`src/tpwm_pkg.sv`:
```
// Package for the one-pulse / PWM timer block.
// Assumes a single 100 MHz clock domain and control ports grouped into one struct.
package tpwm_pkg;

  // ----------------------------------------
  // Counter constants
  // ----------------------------------------
  localparam logic [15:0] TPWM_RELOAD_VAL  = 16'hFFFC;
  localparam logic [15:0] TPWM_CAP1_PULSE  = 16'hFFFD;
  localparam logic [15:0] TPWM_CMP_RESET   = 16'h8000;
  localparam logic [15:0] TPWM_CNT_RESET   = 16'hFFFC;
  localparam logic [1:0]  TPWM_DIV4_SEL    = 2'h0;
  localparam logic [1:0]  TPWM_DIV2_SEL    = 2'h1;
  localparam logic [1:0]  TPWM_DIV8_SEL    = 2'h2;
  localparam logic [1:0]  TPWM_EXT_SEL     = 2'h3;
  localparam logic [2:0]  TPWM_DIV2_MASK   = 3'h1;
  localparam logic [2:0]  TPWM_DIV4_MASK   = 3'h3;
  localparam logic [2:0]  TPWM_DIV8_MASK   = 3'h7;

  // ----------------------------------------
  // Flag register field positions
  // ----------------------------------------
  localparam int TPWM_CAP1_POS = 7;
  localparam int TPWM_CMP1_POS = 6;
  localparam int TPWM_OVF_POS  = 5;
  localparam int TPWM_CAP2_POS = 4;
  localparam int TPWM_CMP2_POS = 3;

  typedef enum logic [2:0] {
    TPWM_MODE_NORMAL = 3'b001,
    TPWM_MODE_PULSE  = 3'b010,
    TPWM_MODE_PWM    = 3'b100
  } tpwm_mode_t;

  // Control bits grouped as one carrier
  typedef struct packed {
    logic       cap_irq_en;
    logic       cmp_irq_en;
    logic       ovf_irq_en;
    logic       cmp2_level;
    logic       edge1_sel;
    logic       cmp1_level;
    logic       wave1_pin_en;
    logic       single_pulse_sel;
    logic       pwm_sel;
    logic [1:0] tick_div_sel;
    logic       edge2_sel;
    logic       ext_edge_sel;
  } tpwm_ctrl_t;

  // Software access strobes, one cycle each
  typedef struct packed {
    logic       flag_reg_rd;
    logic       cap1_lo_acc;
    logic       cap2_lo_acc;
    logic       cap1_hi_rd;
    logic       cap2_hi_rd;
    logic       cmp1_lo_acc;
    logic       cmp2_lo_acc;
    logic       cnt_lo_acc;
    logic [1:0] cmp_hi_wr;
    logic [1:0] cmp_lo_wr;
    logic [7:0] wr_data;
  } tpwm_acc_t;

endpackage

```
`src/tpwm_timer.sv`:
```
// One-pulse and PWM modes of a 16-bit free-running timer.
// Assumes synchronous pins, a CPU-side access strobe group and an
// external core mask; halt and wait come from the power controller.
`timescale 1ns/1ps

module tpwm_timer (
  input  wire logic                 mclk_i,
  input  wire logic                 rst_i,
  input  wire logic                 clk_en_i,
  input  wire tpwm_pkg::tpwm_ctrl_t ctrl_i,
  input  wire tpwm_pkg::tpwm_acc_t  acc_i,
  input  wire logic                 core_mask_i,
  input  wire logic                 halt_i,
  input  wire logic                 halt_wake_i,
  input  wire logic                 trig_in1_i,
  input  wire logic                 cap_in2_i,
  input  wire logic                 ext_clk_i,
  input  wire logic                 gpio_out_i,
  output logic                      wave_out1_o,
  output logic [15:0]               counter_o,
  output logic [15:0]               capture1_value_o,
  output logic [15:0]               capture2_value_o,
  output logic [15:0]               compare1_value_o,
  output logic [15:0]               compare2_value_o,
  output logic [7:0]                flag_reg_o,
  output logic                      timer_irq_o,
  output logic                      wait_wake_o
);
  import tpwm_pkg::*;

  // ----------------------------------------
  // Mode decode
  // ----------------------------------------
  tpwm_mode_t mode;
  wire        pwm_on   = ctrl_i.pwm_sel;
  // Select bit gates pulse; PWM wins
  wire        pulse_on = ctrl_i.single_pulse_sel & ~ctrl_i.pwm_sel;
  assign mode = pwm_on ? TPWM_MODE_PWM : (pulse_on ? TPWM_MODE_PULSE : TPWM_MODE_NORMAL);

  function automatic logic edge_hit(input logic prev, input logic cur, input logic rise);
    edge_hit = rise ? (~prev & cur) : (prev & ~cur);
  endfunction

  logic [15:0] cnt_q, cnt_d;
  logic [15:0] cmp1_q, cmp2_q, cap1_q, cap2_q;
  logic [2:0]  pre_q;
  logic        trig_prev_q, cap2_prev_q, ext_prev_q;
  logic        cap1_f_q, cap2_f_q, cmp1_f_q, cmp2_f_q, ovf_f_q;
  logic [4:0]  armed_q;
  logic [1:0]  cmp_hold_q;
  logic        cap1_inh_q, cap2_inh_q;
  logic        wave_q;
  logic        arm1_q, arm2_q;
  logic        primed_q;

  // ----------------------------------------
  // Tick generation
  // ----------------------------------------
  // Divider select decode
  wire [2:0] pre_mask = (ctrl_i.tick_div_sel == TPWM_DIV2_SEL) ? TPWM_DIV2_MASK :
                        (ctrl_i.tick_div_sel == TPWM_DIV8_SEL) ? TPWM_DIV8_MASK :
                        TPWM_DIV4_MASK;
  // No edges until the previous-sample flops hold a real pin value
  wire ext_tick = primed_q & edge_hit(ext_prev_q, ext_clk_i, ctrl_i.ext_edge_sel);
  wire run  = clk_en_i & ~halt_i;
  wire tick = run & ((ctrl_i.tick_div_sel == TPWM_EXT_SEL) ? ext_tick
                                                           : ((pre_q & pre_mask) == pre_mask));

  // ----------------------------------------
  // Compare and capture events
  // ----------------------------------------
  // Compare suspended between high and low byte writes
  wire match1 = tick & ~cmp_hold_q[0] & (cnt_q == cmp1_q);
  wire match2 = tick & ~cmp_hold_q[1] & (cnt_q == cmp2_q);
  wire trig_hit  = primed_q & edge_hit(trig_prev_q, trig_in1_i, ctrl_i.edge1_sel);
  wire cap2_hit  = primed_q & edge_hit(cap2_prev_q, cap_in2_i, ctrl_i.edge2_sel);
  wire trig_edge = run & trig_hit;
  wire cap2_edge = run & cap2_hit;
  wire pulse_trig = pulse_on & trig_edge;
  wire norm_cap1  = (mode == TPWM_MODE_NORMAL) & trig_edge & ~cap1_inh_q;
  // Armed captures land on halt exit
  wire wake_cap1  = halt_wake_i & arm1_q & ~cap1_inh_q;
  wire wake_cap2  = halt_wake_i & arm2_q & ~cap2_inh_q;
  // PWM period end sets capture1 flag
  wire set_cap1 = norm_cap1 | pulse_trig | (pwm_on & match2) | wake_cap1;
  // Capture2 keeps working in every mode
  wire set_cap2 = (cap2_edge & ~cap2_inh_q) | wake_cap2;
  // No compare1 flag in pulse mode; none in PWM
  wire set_cmp1 = match1 & (mode == TPWM_MODE_NORMAL);
  wire set_cmp2 = match2 & ~pwm_on;
  wire reload   = pulse_trig | (pwm_on & match2);
  // Rollover flag; a reload on that tick is no rollover
  wire set_ovf  = tick & (cnt_q == 16'hFFFF) & ~reload;

  // ----------------------------------------
  // Counter
  // ----------------------------------------
  // Trigger reload; period reload; FFFC start adds four ticks
  always_comb begin
    cnt_d = cnt_q;
    if (reload) begin
      cnt_d = TPWM_RELOAD_VAL;
    end else if (tick) begin
      cnt_d = cnt_q + 16'h0001;
    end
  end

  always_ff @(posedge mclk_i or posedge rst_i) begin
    if (rst_i) begin
      cnt_q       <= TPWM_CNT_RESET;
      pre_q       <= 3'h0;
      trig_prev_q <= 1'b0;
      cap2_prev_q <= 1'b0;
      ext_prev_q  <= 1'b0;
      primed_q    <= 1'b0;
    end else if (clk_en_i) begin
      cnt_q       <= cnt_d;
      pre_q       <= halt_i ? pre_q : pre_q + 3'h1;
      trig_prev_q <= trig_in1_i;
      cap2_prev_q <= cap_in2_i;
      ext_prev_q  <= ext_clk_i;
      primed_q    <= 1'b1;
    end
  end

  // ----------------------------------------
  // Capture and compare registers
  // ----------------------------------------
  wire [7:0] wd = acc_i.wr_data;
  always_ff @(posedge mclk_i or posedge rst_i) begin
    if (rst_i) begin
      cap1_q     <= 16'h0000;
      cap2_q     <= 16'h0000;
      cmp1_q     <= TPWM_CMP_RESET;
      cmp2_q     <= TPWM_CMP_RESET;
      cmp_hold_q <= 2'h0;
      cap1_inh_q <= 1'b0;
      cap2_inh_q <= 1'b0;
      arm1_q     <= 1'b0;
      arm2_q     <= 1'b0;
    end else if (clk_en_i) begin
      // Pulse trigger loads FFFD into capture1
      if (pulse_trig) begin
        cap1_q <= TPWM_CAP1_PULSE;
      end else if (norm_cap1 | wake_cap1) begin
        cap1_q <= cnt_q;
      end
      if (set_cap2) begin
        cap2_q <= cnt_q;
      end
      if (acc_i.cmp_hi_wr[0]) cmp1_q[15:8] <= wd;
      if (acc_i.cmp_lo_wr[0]) cmp1_q[7:0]  <= wd;
      if (acc_i.cmp_hi_wr[1]) cmp2_q[15:8] <= wd;
      if (acc_i.cmp_lo_wr[1]) cmp2_q[7:0]  <= wd;
      // Hold from high write to low write
      cmp_hold_q <= (cmp_hold_q | acc_i.cmp_hi_wr) & ~acc_i.cmp_lo_wr;
      cap1_inh_q <= (cap1_inh_q | acc_i.cap1_hi_rd) & ~acc_i.cap1_lo_acc;
      cap2_inh_q <= (cap2_inh_q | acc_i.cap2_hi_rd) & ~acc_i.cap2_lo_acc;
      // Arm on edges seen while halted
      arm1_q <= halt_wake_i ? 1'b0
              : (arm1_q | (halt_i & (mode == TPWM_MODE_NORMAL)
                           & trig_hit));
      arm2_q <= halt_wake_i ? 1'b0
              : (arm2_q | (halt_i & cap2_hit));
    end
  end

  // ----------------------------------------
  // Flags with two-step clear
  // ----------------------------------------
  // Flag read while set arms the clear; low byte access finishes it
  wire [4:0] flag_vec = {cap1_f_q, cmp1_f_q, ovf_f_q, cap2_f_q, cmp2_f_q};
  wire [4:0] flag_set = {set_cap1, set_cmp1, set_ovf, set_cap2, set_cmp2};
  wire [4:0] flag_acc = {acc_i.cap1_lo_acc, acc_i.cmp1_lo_acc, acc_i.cnt_lo_acc,
                         acc_i.cap2_lo_acc, acc_i.cmp2_lo_acc};
  wire [4:0] flag_clr = flag_acc & armed_q;
  // Set wins over a clear in the same cycle
  wire [4:0] flag_nxt = flag_set | (flag_vec & ~flag_clr);

  always_ff @(posedge mclk_i or posedge rst_i) begin
    if (rst_i) begin
      {cap1_f_q, cmp1_f_q, ovf_f_q, cap2_f_q, cmp2_f_q} <= 5'h00;
      armed_q <= 5'h00;
    end else if (clk_en_i) begin
      {cap1_f_q, cmp1_f_q, ovf_f_q, cap2_f_q, cmp2_f_q} <= flag_nxt;
      armed_q <= acc_i.flag_reg_rd ? (flag_vec | armed_q) & ~flag_clr
                                   : armed_q & ~flag_clr;
    end
  end

  // ----------------------------------------
  // Waveform output
  // ----------------------------------------
  // Match1 ends pulse; match2 never drives a pin in pulse mode
  always_ff @(posedge mclk_i or posedge rst_i) begin
    if (rst_i) begin
      wave_q <= 1'b0;
    end else if (clk_en_i) begin
      if (pulse_trig) begin
        wave_q <= ctrl_i.cmp2_level;
      end else if (pwm_on & match2) begin
        wave_q <= ctrl_i.cmp2_level;
      end else if (match1) begin
        wave_q <= ctrl_i.cmp1_level;
      end
    end
  end

  // Pin falls back to the port latch when disabled
  assign wave_out1_o = ctrl_i.wave1_pin_en ? wave_q : gpio_out_i;

  // ----------------------------------------
  // Interrupt and wake
  // ----------------------------------------
  // Capture flags gated by capture enable
  wire irq_req = (ctrl_i.cap_irq_en & (cap1_f_q | cap2_f_q))
               | (ctrl_i.cmp_irq_en & (cmp1_f_q | cmp2_f_q))
               | (ctrl_i.ovf_irq_en & ovf_f_q);
  // One line gated by core mask; wait wake only
  assign timer_irq_o = irq_req & ~core_mask_i;
  // Wake from wait on any enabled, unmasked event
  assign wait_wake_o = timer_irq_o & ~halt_i;

  assign counter_o        = cnt_q;
  assign capture1_value_o = cap1_q;
  assign capture2_value_o = cap2_q;
  assign compare1_value_o = cmp1_q;
  assign compare2_value_o = cmp2_q;
  assign flag_reg_o       = {flag_vec, 3'h0};
endmodule

```
`config.mk`:
```
export PLATFORM = sky130hd
export DESIGN_NAME = tpwm_timer
export DESIGN_NICKNAME = d
export VERILOG_FILES = /design/src/tpwm_pkg.sv /design/src/tpwm_timer.sv
export SDC_FILE = /design/constraint.sdc
export NUM_CORES = 1
export LEC_CHECK = 0
export BUFFER_PORTS_ARGS = -buffer_cell sky130_fd_sc_hd__buf_2
export CAP_MARGIN = 10
export CORE_MARGIN = 2
export CORE_UTILIZATION = 45
export CTS_BUF_LIST = sky130_fd_sc_hd__clkbuf_4 sky130_fd_sc_hd__clkbuf_8
export CTS_CLUSTER_SIZE = 14
export DETAILED_ROUTE_END_ITERATION = 6
export PLACE_DENSITY = 0.7
export SYNTH_ARGS = -nofsm -noshare
export SYNTH_HDL_FRONTEND = slang
export SYNTH_SLANG_ARGS = --single-unit
export TNS_END_PERCENT = 50
```
`constraint.sdc`:
```
create_clock -name mclk_i -period 6.4 [get_ports mclk_i]
set_input_delay 1.92 -clock mclk_i [delete_from_list [all_inputs] [get_ports mclk_i]]
set_output_delay 1.92 -clock mclk_i [all_outputs]
set_load 0.1 [all_outputs]
```
==> results.txt, run 1 <==
status = completed
Hold Crit Class = reg -> reg
drt total wl = 12240 microns
min Tclk post-route = 4762 ps
largest cells by area after synthesis = dfrtp_1 (45%), dfstp_2 (8.6%), mux2_2 (8.3%)
Die ar. = 11760 sq um
post-CTS setup buffers = 0
clock-pin transition on the worst setup and hold timing paths = 90 ps
CP Data Required Time = 4480 ps
slowest stage cell on the critical path = buf_2
DR WL/cell = 18.24 microns
Max-slew headroom = 24.94%
Critical Path Fanout Max = 2
NumNets Final = 571
post-synth top area share = 44.88%
Routed Antenna Nets = 0
worst skew pair latency = 360 ps
TritonCTS clock tree = built
cell taking the most area after synthesis = dfrtp_1
share of post-route cells with drive strength above 1 = 39.36%
antenna cells = 0
PortBufs = 130
first-pass GRT wire length = 19040 microns
Die Span Y = 108.4 microns
Sink Count = 104
initial antenna violation count = 0
Final Max Slew Viols = 0
Post-Syn Instances = 419
most used routing layer in global routing = met2
gpl congestion = 0.7829
MaxCap Viol Count = 0
CP endpoint kind = primary output
synth unique cells = 49
Seq/Total Area, Yosys = 53.44%
row count = 38
Max Clock Skew = 13.82 ps
CTS Buf Count = 9
Vias/cell = 5.437
#FFs+latches synth = 104
critical path type = in -> out
post_cts resized = 0
largest net degree at the start of global routing = 70
most numerous cell in the Yosys netlist = dfrtp_1
Syn Area/Cell = 11.71 sq um
top cells by count, synth = dfrtp_1 (88), mux2_2 (36), nand2_1 (34)
RSZ-0062 raised after global routing = false
CP arrival = 2840 ps
delay-heaviest family, CP = buffers and inverters
met1 Use GR = 30.63%
GRT overflow = 0
H-tree level count = 3
Setup TNS = 0 ps
initial core utilization = 45.67%
Startpoint Class = input pin
fillers = 998
warnings from Yosys = 0
worst slew pin tran = 1124 ps
via count = 3648
Crit path top cell by count = buf_2
CTS max path bufs = 2
I/O pin cnt = 134
Die X-Extent = 108.4 microns
final hold violations = 0
initial DRC count = 239
GR Util met2 = 33.57%
EDFF count, synth = 0
final worst-path cycle share = 74.41%
DRT Pass-1 Iters = 4
synthesized cell area = 4907 sq um
area delta synth->final = 17.41%
core box area = 10750 sq um
final setup vio count = 0
GR Util met3 = 3.496%
top_reg_cell synth = dfrtp_1
All-Layer GR Usage = 21.24%
fmax = 210.0 MHz
vias in the first global route = 3544
worst path buffer plus inverter count = 2
Final HPWL DP = 8707 microns
Root Buffer Master = clkbuf_8
CTS Hold Bufs = 0
fraction of registers with async set/reset = 100.0%
CP Cell Sequence = buf_2 -> o21ai_0 -> a31oi_2 -> nor2b_1 -> buf_2
Crit path largest cell delay = 420 ps
Post-route DRC = 0
-- registers in the layout, indices dropped and copies added (netlist names), 2 cells and up --
signal and count:
counter_o 16, cmp_hold_q 2, pre_q 3, armed_q 5, compare2_value_o 16, capture2_value_o 16
capture1_value_o 16, compare1_value_o 16
-- layer usage --
metal / vias to the layer above / share of wire, %
li1: 1670 / -
met1: 1834 / 47
met2: 134 / 46
met3: 10 / 6.4
met4: 0 / 1.0
met5: - / 0
-- final timing paths --
check / startpoint / end / slack (ps) / cells past startpoint
hold reg to reg: pre_q[2]$_DFFE_PP0N_ / pre_q[2]$_DFFE_PP0N_ / 470 / 1
min in group asynchronous: rst_i / cap2_prev_q$_DFFE_PP0P_ / 1720 / 2
hold / removal: pre_q[2]$_DFFE_PP0N_ / pre_q[2]$_DFFE_PP0N_ / 470 / 1
setup reg to reg: counter_o[3]$_DFFE_PP1P_ / wave_q$_DFFE_PP0P_ / 3880 / 6
max in group asynchronous: rst_i / counter_o[5]$_DFFE_PP1P_ / 3670 / 3
setup / recovery: ctrl_i[12] / wait_wake_o / 1640 / 5
-- layout make-up --
| cell class | count | area [sq um] | area share, % |
|---|---|---|---|
| clock buffer | 11 | 145.1 | 2.519 |
| clock inverter | 5 | 56.30 | 0.9772 |
| inverter | 5 | 21.27 | 0.3692 |
| multi-input combinational | 275 | 2083 | 36.16 |
| sequential | 104 | 2623 | 45.52 |
| tap | 140 | 175.2 | 3.040 |
| timing repair buffer | 131 | 658.1 | 11.42 |
-- through the flow --
step | hold WS, ps | instances | setup slack, ps | util [%] | instance area (sq um)
after floorplan | 436.5 | 421 | 0.8620 | - | 4921
after global placement | 454.8 | 655 | 1635 | 51.75 | 5560
after detailed placement | 454.0 | 655 | 1627 | 51.75 | 5560
after CTS | 472.0 | 671 | 1627 | 53.62 | 5762
after global routing | 483.0 | 671 | 1548 | 53.62 | 5762
final | 472.6 | 671 | 1638 | 53.62 | 5762
-- kinds of logic (layout without fill, tap and decap cells) --
group / Yosys count / count (layout) / synth area share (%)
compound gates: 59 / 59 / 8.261
xor+xnor: 47 / 47 / 8.389
fa+ha+maj: 2 / 2 / 0.5099
buf+inv: 42 / 152 / 4.385
flops: 104 / 104 / 53.44
mux: 55 / 55 / 12.67
other cells: 1 / 3 / 0.07642
simple gates: 109 / 109 / 12.26
-- cells in the final DEF, fill, tap and decap left out, types with 2 or more instances in the layout --
cell        n
and2_1      2
dfrtp_1    88
nand2b_1    2
buf_2     130
nor2_1      9
ha_1        2
clkbuf_8   10
nand2_1    34
a21oi_1    18
and3_1      8
o22a_1     16
xnor2_1    28
conb_1      3
and4_1      2
dfstp_2    16
nand4_1    11
nand3_1    17
nor2b_1     4
mux2_2     36
clkinv_2    2
xor2_1     19
mux2_1     17
a22o_1      4
inv_1       4
o21ai_1     3
nor3b_1     3
o21ai_0     4
a31oi_1     6
nor3_1      7
Power of run 1 is left out: the tool's default activity adds up to more than one toggle a clock period on the data nets, which glitch-free logic cannot reach.
==> inputs of run 2 (changes only) <==
==> constraint.sdc (replaced) <==
create_clock -name mclk_i -period 4.8 [get_ports mclk_i]
set_input_delay 1.44 -clock mclk_i [delete_from_list [all_inputs] [get_ports mclk_i]]
set_output_delay 1.44 -clock mclk_i [all_outputs]
set_load 0.1 [all_outputs]
==> results.txt, run 2 (synthesized netlist as in run 1, its figures left out) <==
status = completed
CP arrival = 2370 ps
final hold violations = 0
Startpoint Class = input pin
row count = 38
initial antenna violation count = 0
antenna cells = 0
first-pass GRT wire length = 19100 microns
final worst-path cycle share = 79.45%
min Tclk post-route = 3814 ps
H-tree level count = 3
Post-route DRC = 0
met2 WL = 5505 microns
CP endpoint kind = primary output
area delta synth->final = 18.43%
Die X-Extent = 108.4 microns
GRT overflow = 0
Vias/cell = 5.450
All-Layer GR Usage = 21.73%
Routed Antenna Nets = 0
final setup vio count = 0
initial DRC count = 196
Final HPWL DP = 8922 microns
routed wl met3 = 804 microns
TritonCTS clock tree = built
CTS Hold Bufs = 0
gpl congestion = 0.8046
MaxCap Viol Count = 0
CTS Buf Count = 9
drt total wl = 12320 microns
Root Buffer Master = clkbuf_8
DR WL/cell = 18.31 microns
I/O pin cnt = 134
NumNets Final = 573
vias in the first global route = 3485
Final Max Slew Viols = 0
fmax = 262.2 MHz
Setup TNS = 0 ps
Die ar. = 11760 sq um
via count = 3668
Hold Crit Class = reg -> reg
Die Span Y = 108.4 microns
CTS max path bufs = 2
worst slew pin tran = 1164 ps
fillers = 973
Critical Path Fanout Max = 2
Sink Count = 104
most common cell after layout, fill and taps aside = buf_2
Max Clock Skew = 15.50 ps
largest net degree at the start of global routing = 54
initial core utilization = 45.67%
critical path type = in -> out
top layer reached by signal wires = met4
DRT Pass-1 Iters = 4
share of post-route cells with drive strength above 1 = 39.77%
Routed met1 length = 5843 microns
commonest cells after routing, fill and taps aside = buf_2 (130), dfrtp_1 (88), mux2_2 (36), nand2_1 (34), xnor2_1 (28)
clock-pin transition on the worst setup and hold timing paths = 90 ps
PortBufs = 130
post-CTS setup buffers = 0
worst skew pair latency = 380 ps
post_cts resized = 0
CP Data Required Time = 3360 ps
Max-slew headroom = 22.23%
core box area = 10750 sq um
RSZ-0062 raised after global routing = false
[run 2: worst paths after layout]
kind	start	end	slack [ps]	cells after the start
max	ctrl_i[12]	wait_wake_o	990	5
min	pre_q[2]$_DFFE_PP0N_	pre_q[2]$_DFFE_PP0N_	490	1
max reg2reg	counter_o[0]$_DFFE_PP0P_	wave_q$_DFFE_PP0P_	2410	6
min reg2reg	pre_q[2]$_DFFE_PP0N_	pre_q[2]$_DFFE_PP0N_	490	1
max in group asynchronous	rst_i	compare2_value_o[15]$_DFFE_PP1P_	2780	3
min in group asynchronous	rst_i	cap2_prev_q$_DFFE_PP0P_	1160	2
[run 2: through the flow]
step                setup slack, ps  util, %  cell area [sq um]  hold slack [ps]  std cells
finish                        986.2    54.09               5812            486.3        673
global route                  923.2    54.09               5812            514.2        673
CTS                           978.2    54.09               5812            491.5        673
detailed placement            978.8    51.96               5583            469.2        657
global placement              986.9    51.96               5583            455.0        657
floorplan                     100.2        -               4928            436.5        421
[run 2: final cells by class]
cell class                 instances  area, sq um  area share, %
sequential                       104         2623          45.12
timing repair buffer             133        673.1          11.58
clock buffer                      10        137.6          2.368
inverter                           5        21.27         0.3660
multi-input combinational        275         2091          35.97
clock inverter                     6        91.34          1.572
tap                              140        175.2          3.014
[run 2: metal layers]
layer  GRT usage, %  vias to the layer above
met4          5.220                        0
met3          6.088                       12
met2          33.17                      143
met5              0                        -
li1               -                     1682
met1          30.79                     1831
[run 2: critical path, cell delays in order]
cell and delay [ps]:
buf_2 70, o21ai_0 90, a31oi_2 200, nor2b_4 150
buf_2 420
Power of run 2 is left out for the same reason.
==> inputs of run 3 (changes only) <==
==> constraint.sdc (replaced) <==
create_clock -name mclk_i -period 3.8 [get_ports mclk_i]
set_input_delay 1.14 -clock mclk_i [delete_from_list [all_inputs] [get_ports mclk_i]]
set_output_delay 1.14 -clock mclk_i [all_outputs]
set_load 0.1 [all_outputs]
==> results.txt, run 3 (synthesized netlist as in run 1, its figures left out) <==
gpl congestion = 0.8280
RSZ-0062 raised after global routing = false
I/O pin cnt = 134
clock-pin transition on the worst setup and hold timing paths = 100 ps
CTS Buf Count = 9
area delta synth->final = 18.79%
CP Cell Sequence = buf_2 -> o21ai_0 -> a31oi_4 -> nor2b_4 -> buf_2
CP endpoint kind = primary output
Hold Crit Class = reg -> reg
via count = 3650
row count = 38
Die ar. = 11760 sq um
Crit path top cell by count = buf_2
Non-Filler Instances = 676
Critical Path Fanout Max = 2
post-layout util = 54.25%
Post-route DRC = 0
post_cts resized = 0
Setup TNS = 0 ps
worst skew pair latency = 360 ps
DP Area = 5628 sq um
All-Layer GR Usage = 21.65%
vias in the first global route = 3617
Die X-Extent = 108.4 microns
Sink Count = 104
worst slew pin tran = 767.3 ps
critical path type = in -> out
Final HPWL DP = 9010 microns
DR WL/cell = 18.44 microns
GRT overflow = 0
MaxCap Viol Count = 0
GR Util met3 = 4.641%
share of post-route cells with drive strength above 1 = 40.11%
NumNets Final = 576
TritonCTS clock tree = built
CTS Hold Bufs = 0
met1 Use GR = 30.19%
PortBufs = 130
r2r setup slk = 1290 ps
Die Span Y = 108.4 microns
status = completed
min Tclk post-route = 3253 ps
core box area = 10750 sq um
CP Data Required Time = 2660 ps
final setup vio count = 0
delay-heaviest family, CP = buffers and inverters
final worst-path cycle share = 85.60%
initial core utilization = 45.67%
slowest stage cell on the critical path = buf_2
initial DRC count = 235
commonest cells after routing, fill and taps aside = buf_2 (130), dfrtp_1 (88), mux2_2 (36), nand2_1 (34), xnor2_1 (28)
worst path buffer plus inverter count = 2
DRT Pass-1 Iters = 4
first-pass GRT wire length = 19320 microns
Max Clock Skew = 11.17 ps
largest net degree at the start of global routing = 46
Root Buffer Master = clkbuf_8
Routed Antenna Nets = 0
most used routing layer in global routing = met2
final instance area = 5829 sq um
fmax = 307.4 MHz
drt total wl = 12470 microns
final hold violations = 0
initial antenna violation count = 0
Startpoint Class = input pin
Max-slew headroom = 48.69%
antenna cells = 0
placed insts = 660
post-CTS setup buffers = 0
Crit path largest cell delay = 420 ps
GR Util met2 = 33.62%
Vias/cell = 5.399
H-tree level count = 3
CTS max path bufs = 2
most common cell after layout, fill and taps aside = buf_2
CP arrival = 2110 ps
Final Max Slew Viols = 0
fillers = 985
[run 3: per-stage QoR]
| step | hold WS [ps] | worst slack [ps] |
|---|---|---|
| global route | 498.1 | 488.2 |
| global placement | 454.6 | 551.1 |
| detailed placement | 460.4 | 537.0 |
| CTS | 478.7 | 536.4 |
| finish | 475.5 | 547.3 |
| floorplan | 436.5 | 68.73 |
[run 3: worst paths after layout]
| path | startpoint | endpoint | cells after the start |
|---|---|---|---|
| setup / recovery | ctrl_i[12] | wait_wake_o | 5 |
| hold reg to reg | pre_q[2]$_DFFE_PP0N_ | pre_q[2]$_DFFE_PP0N_ | 1 |
| setup reg to reg | counter_o[2]$_DFFE_PP1P_ | wave_q$_DFFE_PP0P_ | 6 |
| min in group asynchronous | rst_i | pre_q[1]$_DFFE_PP0N_ | 2 |
| hold / removal | pre_q[2]$_DFFE_PP0N_ | pre_q[2]$_DFFE_PP0N_ | 1 |
| max in group asynchronous | rst_i | counter_o[14]$_DFFE_PP1P_ | 3 |
[run 3: cell type report]
cell class | count | area (sq um) | share of cell area (%)
clock inverters | 5 | 56.30 | 0.9659
repair buffers | 136 | 708.2 | 12.15
multi-input cells | 275 | 2100 | 36.02
well taps | 140 | 175.2 | 3.005
clock buffers | 11 | 145.1 | 2.490
flip-flops and latches | 104 | 2623 | 44.99
inverters | 5 | 22.52 | 0.3863
[run 3: metal layers]
metal | part of all wire [%] | vias up | wire length, microns
met5 | 0 | - | 0
met4 | 1.4 | 0 | 171
met3 | 8.1 | 13 | 1014
met2 | 46 | 138 | 5756
met1 | 44 | 1823 | 5526
li1 | - | 1676 | -
Power of run 3 is left out for the same reason.
